`src/video_out_pkg.sv`:
```
`default_nettype none
package video_out_pkg;
    localparam int unsigned DATA_W       = 8;
    localparam logic [7:0]  IDX_CONTROL  = 8'h15;
    localparam logic [7:0]  IDX_TEST_A   = 8'h16;
    localparam logic [7:0]  IDX_TEST_B   = 8'h17;
    localparam logic [7:0]  IDX_STATUS_A = 8'h18;
    localparam logic [7:0]  IDX_STATUS_B = 8'h19;
    localparam logic [7:0]  RST_CONTROL  = 8'hC6;
    localparam logic [7:0]  RST_TEST_A   = 8'hFF;
    localparam logic [7:0]  RST_TEST_B   = 8'h00;
    localparam int unsigned BIT_DUAL     = 7;
    localparam int unsigned BIT_PARALLEL = 6;
    localparam int unsigned BIT_ODD_SWAP = 5;
    localparam int unsigned BIT_YUV422   = 4;
    localparam int unsigned BIT_IN_SEL   = 3;
    localparam int unsigned BIT_BW_HI    = 2;
    localparam int unsigned BIT_BW_LO    = 1;
    localparam int unsigned BIT_EXT_CLK  = 0;
    localparam logic [3:0]  BW_500_MHZ   = 4'h8;
    localparam logic [3:0]  BW_300_MHZ   = 4'h4;
    localparam logic [3:0]  BW_150_MHZ   = 4'h2;
    localparam logic [3:0]  BW_75_MHZ    = 4'h1;
    localparam logic [7:0]  B_IDLE       = 8'h00;
endpackage : video_out_pkg
`default_nettype wire

```
`src/pixel_link_if.sv`:
```
`default_nettype none
interface pixel_link_if;
    logic       strobe;
    logic       hsync;
    logic [7:0] red;
    logic [7:0] green;
    logic [7:0] blue;
    modport source (output strobe, output hsync, output red, output green, output blue);
    modport sink   (input strobe, input hsync, input red, input green, input blue);
endinterface : pixel_link_if
`default_nettype wire

```
`src/video_output_port_formatter.sv`:
```
`default_nettype none
module video_output_port_formatter (
    input  wire logic        clock,
    input  wire logic        nrst,
    input  wire logic        psel,
    input  wire logic        penable,
    input  wire logic        pwrite,
    input  wire logic [11:0] paddr,
    input  wire logic [31:0] pwdata,
    output logic      [31:0] prdata,
    output logic             pready,
    output logic             pslverr,
    input  wire logic        pixel_clock,
    input  wire logic        hsync_in,
    input  wire logic [7:0]  red_0,
    input  wire logic [7:0]  green_0,
    input  wire logic [7:0]  blue_0,
    input  wire logic [7:0]  red_1,
    input  wire logic [7:0]  green_1,
    input  wire logic [7:0]  blue_1,
    output logic      [7:0]  red_a,
    output logic      [7:0]  red_b,
    output logic      [7:0]  green_a,
    output logic      [7:0]  green_b,
    output logic      [7:0]  blue_a,
    output logic      [7:0]  blue_b,
    output logic             blue_oe,
    output logic             output_data_clock,
    output logic             hsync_output,
    output logic             input_select,
    output logic      [3:0]  bandwidth_select,
    output logic             external_clock
);
    logic [1:0]  rst_pipe;
    logic        rst_n;
    logic [7:0]  control;
    logic [7:0]  test_a;
    logic [7:0]  test_b;
    logic        hit;
    logic [7:0]  index;
    logic [7:0]  next_rdata;
    logic        wr_go;
    logic        odd_pixel;
    logic        chroma_v;
    logic        hs_prev;
    logic [23:0] held;
    logic [7:0]  fmt_red;
    logic [7:0]  fmt_green;
    logic [7:0]  fmt_blue;
    logic        dual;
    logic        parallel;
    logic        odd_on_a;
    logic        yuv;

    pixel_link_if link ();

    pixel_link_sampler sampler (
        .clock        (clock),
        .rst_n        (rst_n),
        .pixel_clock  (pixel_clock),
        .hsync_in     (hsync_in),
        .red_0        (red_0),
        .green_0      (green_0),
        .blue_0       (blue_0),
        .red_1        (red_1),
        .green_1      (green_1),
        .blue_1       (blue_1),
        .input_select (input_select),
        .link         (link.source)
    );

    always_ff @(posedge clock or negedge nrst) begin
        if (!nrst) begin
            rst_pipe <= 2'h0;
        end else begin
            rst_pipe <= {rst_pipe[0], 1'b1};
        end
    end
    assign rst_n = rst_pipe[1];

    assign dual     = control[video_out_pkg::BIT_DUAL];
    assign parallel = control[video_out_pkg::BIT_PARALLEL];
    assign odd_on_a = control[video_out_pkg::BIT_ODD_SWAP];
    assign yuv      = control[video_out_pkg::BIT_YUV422];

    // Registers sit one per word; the printed offsets are word indices.
    assign index = paddr[9:2];
    assign hit   = (paddr[11:10] == 2'h0) && (paddr[1:0] == 2'h0) &&
                   (index >= video_out_pkg::IDX_CONTROL) &&
                   (index <= video_out_pkg::IDX_STATUS_B);
    assign wr_go = psel & penable & pready & pwrite & hit;

    always_comb begin
        next_rdata = 8'h00;
        unique case (index)
            video_out_pkg::IDX_CONTROL:  next_rdata = control;
            video_out_pkg::IDX_TEST_A:   next_rdata = test_a;
            video_out_pkg::IDX_TEST_B:   next_rdata = test_b;
            video_out_pkg::IDX_STATUS_A: next_rdata = {4'h0, chroma_v, odd_pixel,
                                                       hsync_output, output_data_clock};
            video_out_pkg::IDX_STATUS_B: next_rdata = green_a;
            default:                     next_rdata = 8'h00;
        endcase
    end

    // The slave answers in the first access cycle; pready comes from a flop.
    always_ff @(posedge clock or negedge rst_n) begin
        if (!rst_n) begin
            pready  <= 1'b0;
            pslverr <= 1'b0;
            prdata  <= 32'h0;
        end else begin
            pready  <= psel & ~penable & ~pready;
            pslverr <= psel & ~penable & ~pready & ~hit;
            if (psel && !penable && !pready) begin
                prdata <= {24'h0, (hit && !pwrite) ? next_rdata : 8'h00};
            end
        end
    end

    always_ff @(posedge clock or negedge rst_n) begin
        if (!rst_n) begin
            control <= video_out_pkg::RST_CONTROL;
            test_a  <= video_out_pkg::RST_TEST_A;
            test_b  <= video_out_pkg::RST_TEST_B;
        end else if (wr_go) begin
            if (index == video_out_pkg::IDX_CONTROL) begin
                control <= pwdata[7:0];
            end
            if (index == video_out_pkg::IDX_TEST_A) begin
                test_a <= pwdata[7:0];
            end
            if (index == video_out_pkg::IDX_TEST_B) begin
                test_b <= pwdata[7:0];
            end
        end
    end

    always_ff @(posedge clock or negedge rst_n) begin
        if (!rst_n) begin
            input_select     <= 1'b0;
            bandwidth_select <= video_out_pkg::BW_500_MHZ;
            external_clock   <= 1'b0;
        end else begin
            input_select   <= control[video_out_pkg::BIT_IN_SEL];
            external_clock <= control[video_out_pkg::BIT_EXT_CLK];
            unique case ({control[video_out_pkg::BIT_BW_HI], control[video_out_pkg::BIT_BW_LO]})
                2'h3: bandwidth_select <= video_out_pkg::BW_500_MHZ;
                2'h2: bandwidth_select <= video_out_pkg::BW_300_MHZ;
                2'h1: bandwidth_select <= video_out_pkg::BW_150_MHZ;
                2'h0: bandwidth_select <= video_out_pkg::BW_75_MHZ;
            endcase
        end
    end

    // A line starts on an even pixel, so the odd/even split restarts at each sync.
    always_ff @(posedge clock or negedge rst_n) begin
        if (!rst_n) begin
            odd_pixel <= 1'b0;
            chroma_v  <= 1'b0;
            hs_prev   <= 1'b0;
        end else begin
            hs_prev <= link.hsync;
            if (link.hsync && !hs_prev) begin
                odd_pixel <= 1'b0;
                chroma_v  <= 1'b0;
            end else if (link.strobe) begin
                odd_pixel <= ~odd_pixel;
                chroma_v  <= ~chroma_v;
            end
        end
    end

    always_comb begin
        fmt_red   = link.red;
        fmt_green = link.green;
        fmt_blue  = link.blue;
        if (yuv) begin
            fmt_red  = chroma_v ? link.red : link.blue;
            fmt_blue = video_out_pkg::B_IDLE;
        end
    end

    always_ff @(posedge clock or negedge rst_n) begin
        if (!rst_n) begin
            blue_oe <= 1'b1;
        end else begin
            blue_oe <= ~yuv;
        end
    end

    // Each pixel toggles the data clock in both modes; in dual mode the clock
    // follows pixel parity and rises on even pixels, so a period spans a pixel pair.
    always_ff @(posedge clock or negedge rst_n) begin
        if (!rst_n) begin
            output_data_clock <= 1'b0;
        end else if (link.strobe) begin
            output_data_clock <= dual ? ~odd_pixel : ~output_data_clock;
        end
    end

    // Sync follows the data clock edge picked by bit 5, so it lags by up to a pixel.
    always_ff @(posedge clock or negedge rst_n) begin
        if (!rst_n) begin
            hsync_output <= 1'b0;
        end else if (link.strobe) begin
            if (odd_on_a == (dual ? ~odd_pixel : ~output_data_clock)) begin
                hsync_output <= link.hsync;
            end
        end
    end

    always_ff @(posedge clock or negedge rst_n) begin
        if (!rst_n) begin
            held    <= 24'h0;
            red_a   <= 8'h00;
            red_b   <= 8'h00;
            green_a <= 8'h00;
            green_b <= 8'h00;
            blue_a  <= 8'h00;
            blue_b  <= 8'h00;
        end else if (link.strobe) begin
            if (!dual) begin
                red_a   <= fmt_red;
                green_a <= fmt_green;
                blue_a  <= fmt_blue;
                red_b   <= video_out_pkg::B_IDLE;
                green_b <= video_out_pkg::B_IDLE;
                blue_b  <= video_out_pkg::B_IDLE;
            end else if (parallel) begin
                if (!odd_pixel) begin
                    held <= {fmt_red, fmt_green, fmt_blue};
                end else if (odd_on_a) begin
                    {red_a, green_a, blue_a} <= {fmt_red, fmt_green, fmt_blue};
                    {red_b, green_b, blue_b} <= held;
                end else begin
                    {red_b, green_b, blue_b} <= {fmt_red, fmt_green, fmt_blue};
                    {red_a, green_a, blue_a} <= held;
                end
            end else begin
                if (odd_pixel != odd_on_a) begin
                    {red_b, green_b, blue_b} <= {fmt_red, fmt_green, fmt_blue};
                end else begin
                    {red_a, green_a, blue_a} <= {fmt_red, fmt_green, fmt_blue};
                end
            end
        end
    end
endmodule : video_output_port_formatter
`default_nettype wire

```
`src/pixel_link_sampler.sv`:
```
`default_nettype none
// Brings the pixel clock domain into the system clock domain. Sample data
// must be stable for at least three system clocks around each pixel edge.
module pixel_link_sampler (
    input  wire logic       clock,
    input  wire logic       rst_n,
    input  wire logic       pixel_clock,
    input  wire logic       hsync_in,
    input  wire logic [7:0] red_0,
    input  wire logic [7:0] green_0,
    input  wire logic [7:0] blue_0,
    input  wire logic [7:0] red_1,
    input  wire logic [7:0] green_1,
    input  wire logic [7:0] blue_1,
    input  wire logic       input_select,
    pixel_link_if.source    link
);
    logic [1:0]  clk_sync;
    logic        clk_prev;
    logic [1:0]  hs_sync;
    logic [47:0] data_meta;
    logic [47:0] data_sync;

    always_ff @(posedge clock or negedge rst_n) begin
        if (!rst_n) begin
            clk_sync  <= 2'h0;
            clk_prev  <= 1'b0;
            hs_sync   <= 2'h0;
            data_meta <= 48'h0;
            data_sync <= 48'h0;
        end else begin
            clk_sync  <= {clk_sync[0], pixel_clock};
            clk_prev  <= clk_sync[1];
            hs_sync   <= {hs_sync[0], hsync_in};
            data_meta <= {red_0, green_0, blue_0, red_1, green_1, blue_1};
            data_sync <= data_meta;
        end
    end

    always_ff @(posedge clock or negedge rst_n) begin
        if (!rst_n) begin
            link.strobe <= 1'b0;
            link.hsync  <= 1'b0;
            link.red    <= 8'h00;
            link.green  <= 8'h00;
            link.blue   <= 8'h00;
        end else begin
            link.strobe <= clk_sync[1] & ~clk_prev;
            link.hsync  <= hs_sync[1];
            if (input_select) begin
                link.red   <= data_sync[23:16];
                link.green <= data_sync[15:8];
                link.blue  <= data_sync[7:0];
            end else begin
                link.red   <= data_sync[47:40];
                link.green <= data_sync[39:32];
                link.blue  <= data_sync[31:24];
            end
        end
    end
endmodule : pixel_link_sampler
`default_nettype wire

```
`config.mk`:
```
export PLATFORM = sky130hd
export DESIGN_NAME = video_output_port_formatter
export DESIGN_NICKNAME = d
export VERILOG_FILES = /design/src/video_out_pkg.sv /design/src/pixel_link_if.sv /design/src/video_output_port_formatter.sv /design/src/pixel_link_sampler.sv
export SDC_FILE = /design/constraint.sdc
export NUM_CORES = 1
export LEC_CHECK = 0
export BUFFER_PORTS_ARGS = -buffer_cell sky130_fd_sc_hd__buf_2
export CORE_ASPECT_RATIO = 1.25
export CORE_MARGIN = 8
export CORE_UTILIZATION = 52
export DETAILED_ROUTE_END_ITERATION = 12
export PLACE_DENSITY = 0.77
export SLEW_MARGIN = 5
export SYNTH_ARGS = -nofsm -noshare
export SYNTH_HDL_FRONTEND = slang
export SYNTH_SLANG_ARGS = --single-unit
```
`constraint.sdc`:
```
create_clock -name clock -period 9 [get_ports clock]
set_input_delay 0.45 -clock clock [delete_from_list [all_inputs] [get_ports clock]]
set_output_delay 0.45 -clock clock [all_outputs]
set_load 0.02 [all_outputs]
```
==> flow_summary.ini <==
[timing]
fin_crit_ns = 2.54
timing.clock.skew_ns = 0.00711
tns_ns = 0
postLayoutSetupSlackWorst_ns = 6.46
setup-violations-final = 0
final_number_of_max_transition_violations = 0
fmaxAchievable_mhz = 394
tightest_slew_ns = 1.11
layout_worst_path_cycle_share_pct = 28.2
finalHoldViolCount = 0
slew_headroom_pct = 25.8
rsz0062_at_grt = false

[pwr]
power.total_uw = 2300
vdd.ir_drop.worst_mv = 0.208
power_per_cell_area_nw_per_um2 = 214
p_leak_uw = 0.00511

[detailed_routing]
finalWirelength_um = 18100
drt_pass1_iterations = 4
postRouteAntennaNets = 0
vias_after_detailed_routing = 5382
drc = 0
dr.first_iter.drc_count = 309
routed_wire_length_per_instance_um = 17.0
avgViaCountPerCell = 5.06

[setup_path]
data_required_time_of_the_critical_path_ns = 9.39
crit_path_max_incr_delay_ns = 0.96
path_buf_inv = 1
worst_ep_arrival_time_ns = 2.92
timing.setup.critical_path_class = register to register
crit_family = flip-flops
crit_chain = and3b_1, buf_4, o21ai_0, mux2_2
setup.worst_path.end_class = register
critPathSlowestCell = sky130_fd_sc_hd__dfstp_2
start_kind = register
crit_path_max_fanout = 32

[global_routing]
initial_antenna_violation_count = 0
grt_pass1_wl_um = 29000
via_count_of_the_first_global_routing_pass = 5663
grt-ovfl-total = 0
grt_util_all_layers_pct = 16.2
pin_count_of_the_biggest_net_entering_global_routing = 90

[layout]
finish.cell_count_without_fillers = 1064
final_layout_size_suffix_gt1_share_pct = 34.6
layout.cell_area.non_filler_um2 = 10800
diodes = 0
syn2layout_area_growth_pct = 16.5
design.final.nets = 924

[cts]
cts-buffers-inserted = 23
cts_repair_resize_count = 0
clock_sinks = 247
htree_num_levels = 1
postCtsSetupRepairBufs = 0
cts.root.buffer_cell = sky130_fd_sc_hd__clkbuf_16
cts-hold-fix-buffers = 1
insertion_delay_ns = 0.50
clk_transition_reported_paths_ns = 0.07
cts_max_path_bufs = 3
tritoncts = yes

[floorplan]
die_wd_um = 135
core-area_um2 = 17400
starting_density_of_the_core_pct = 53.0
die-area_um2 = 22300
ioPinCount = 190
die-height_um = 165
floorplan.rows = 54

[yosys]
synth_largest_area_cell = sky130_fd_sc_hd__dfrtp_1
number_of_flops_mapped_to_enable_cells_by_yosys = 0
synthDistinctLibCells = 44
yosys_warnings = 0
mapped_avg_cell_area_um2 = 13.3
post_synth_most_frequent_cells = 233 x sky130_fd_sc_hd__dfrtp_1, 76 x sky130_fd_sc_hd__mux2_2, 63 x sky130_fd_sc_hd__nand2_1
top_flip_flop_cell_by_instance_count_after_synthesis = sky130_fd_sc_hd__dfrtp_1
synth_area_um2 = 9240
synth.most_common_cell = sky130_fd_sc_hd__dfrtp_1
synth.ff_latch_count = 247
synth_largest_type_area_fraction_pct = 63.1
async_sr_flop_fraction_pct = 100
synth.top_cells.by_area = sky130_fd_sc_hd__dfrtp_1 63%, sky130_fd_sc_hd__mux2_2 9.3%, sky130_fd_sc_hd__dfstp_2 4.0%, sky130_fd_sc_hd__mux2i_1 3.2%, sky130_fd_sc_hd__nand2_1 2.6%
syn_inst = 693
sequential_to_total_area_share_from_yosys_stat_pct = 67.1

[placed_design]
detailedPlacementHpwl_um = 12300
dpl-instance-area_um2 = 10000
dp_slack_ns = 6.46
buffer_ports.inserted = 141
gp_congestion = 0.790
place_inst = 1023

[outcome]
run_status = finished, final reports clean

[job]
timing.max_cap.violations = 0

[min_path]
path_category_of_the_worst_min_delay_check = input port to register
-- where the power goes --
part           internal [uW]  switching [uW]  leakage, uW  total, uW
Clock                    553             393     0.000365        946
Sequential              1160            37.4      0.00302       1200
Combinational           59.7            95.8      0.00173        155
-- layout make-up --
class	count	area, um^2
well taps	224	280
clock inverters	11	118
fillers	1368	6660
multi-input cells	394	2740
repair buffers	147	753
clock buffers	29	628
flip-flops and latches	247	6200
inverters	12	45.0
-- worst paths after layout --
kind,from,end,slack (ns),cells past startpoint
max,control[7],red_a[2],6.46,4
min,green_0[3],sampler.data_meta[35],0.06,1
max reg2reg,control[7],red_a[2],6.46,4
min reg2reg,sampler.data_meta[13],sampler.data_sync[13],0.34,0
max in group asynchronous,rst_pipe[1],blue_b[4],6.83,1
min in group asynchronous,nrst,rst_pipe[0],0.27,2
-- state kept, by name, summed over array words and instances (netlist names), 4 cells and up --
signal / cells
prdata: 8
sampler.link.red: 8
blue_a: 8
control: 8
green_b: 8
sampler.data_meta: 48
held: 24
test_b: 8
sampler.data_sync: 48
sampler.link.green: 8
red_b: 8
bandwidth_select: 4
red_a: 8
blue_b: 8
green_a: 8
test_a: 8
sampler.link.blue: 8
-- cell families after synthesis --
family	count (synthesis)	share of synthesized area, %
xor gates and xnor gates	4	0.379
buffers and inverters	75	4.37
AOI/OAI and AO/OA	110	7.04
and+or+nand+nor	141	7.26
DFF	247	67.1
other	2	0.0813
muxes	114	13.8
-- cell usage in the layout (no fill, tap or decap), types with 3 or more instances in the layout --
| cell type | count |
|---|---|
| sky130_fd_sc_hd__inv_1 | 12 |
| sky130_fd_sc_hd__dfrtp_1 | 232 |
| sky130_fd_sc_hd__buf_2 | 141 |
| sky130_fd_sc_hd__clkbuf_8 | 3 |
| sky130_fd_sc_hd__o21ai_0 | 47 |
| sky130_fd_sc_hd__a21boi_0 | 8 |
| sky130_fd_sc_hd__nor2_1 | 35 |
| sky130_fd_sc_hd__xnor2_1 | 4 |
| sky130_fd_sc_hd__mux2_4 | 8 |
| sky130_fd_sc_hd__clkinv_2 | 5 |
| sky130_fd_sc_hd__mux2i_1 | 30 |
| sky130_fd_sc_hd__mux2_2 | 76 |
| sky130_fd_sc_hd__dfstp_2 | 14 |
| sky130_fd_sc_hd__clkbuf_16 | 23 |
| sky130_fd_sc_hd__buf_4 | 5 |
| sky130_fd_sc_hd__o211a_1 | 3 |
| sky130_fd_sc_hd__conb_1 | 25 |
| sky130_fd_sc_hd__a22o_1 | 4 |
| sky130_fd_sc_hd__nor2b_1 | 8 |
| sky130_fd_sc_hd__nand2b_1 | 9 |
| sky130_fd_sc_hd__a21oi_1 | 37 |
| sky130_fd_sc_hd__clkbuf_1 | 3 |
| sky130_fd_sc_hd__nand3_1 | 9 |
| sky130_fd_sc_hd__nand2_1 | 63 |
-- worst reg2reg max path: cells and delay by family, from the launching register on --
kind / cells / cell delay, ns
simple gates: 1 / 0.61
compound gates: 1 / 0.17
buf+inv: 1 / 0.41
mux: 1 / 0.28
flops: 1 / 0.96
-- layer usage --
metal  share of wire (%)  global-route usage, %  wire length [um]
met1                  42                   20.6              7670
met2                  48                   26.9              8750
met3                 7.3                   4.42              1330
met4                 1.7                   4.25               310
met5                   0                      0                 0
-- stage by stage --
step / hold WS, ns / utilization [%]
floorplan: 0.154 / -
global placement: 0.238 / 57.4
detailed placement: 0.238 / 57.4
CTS: 0.0359 / 61.8
global route: 0.0256 / 61.8
finish: 0.0565 / 61.8
(Power assumes the default switching activity.)
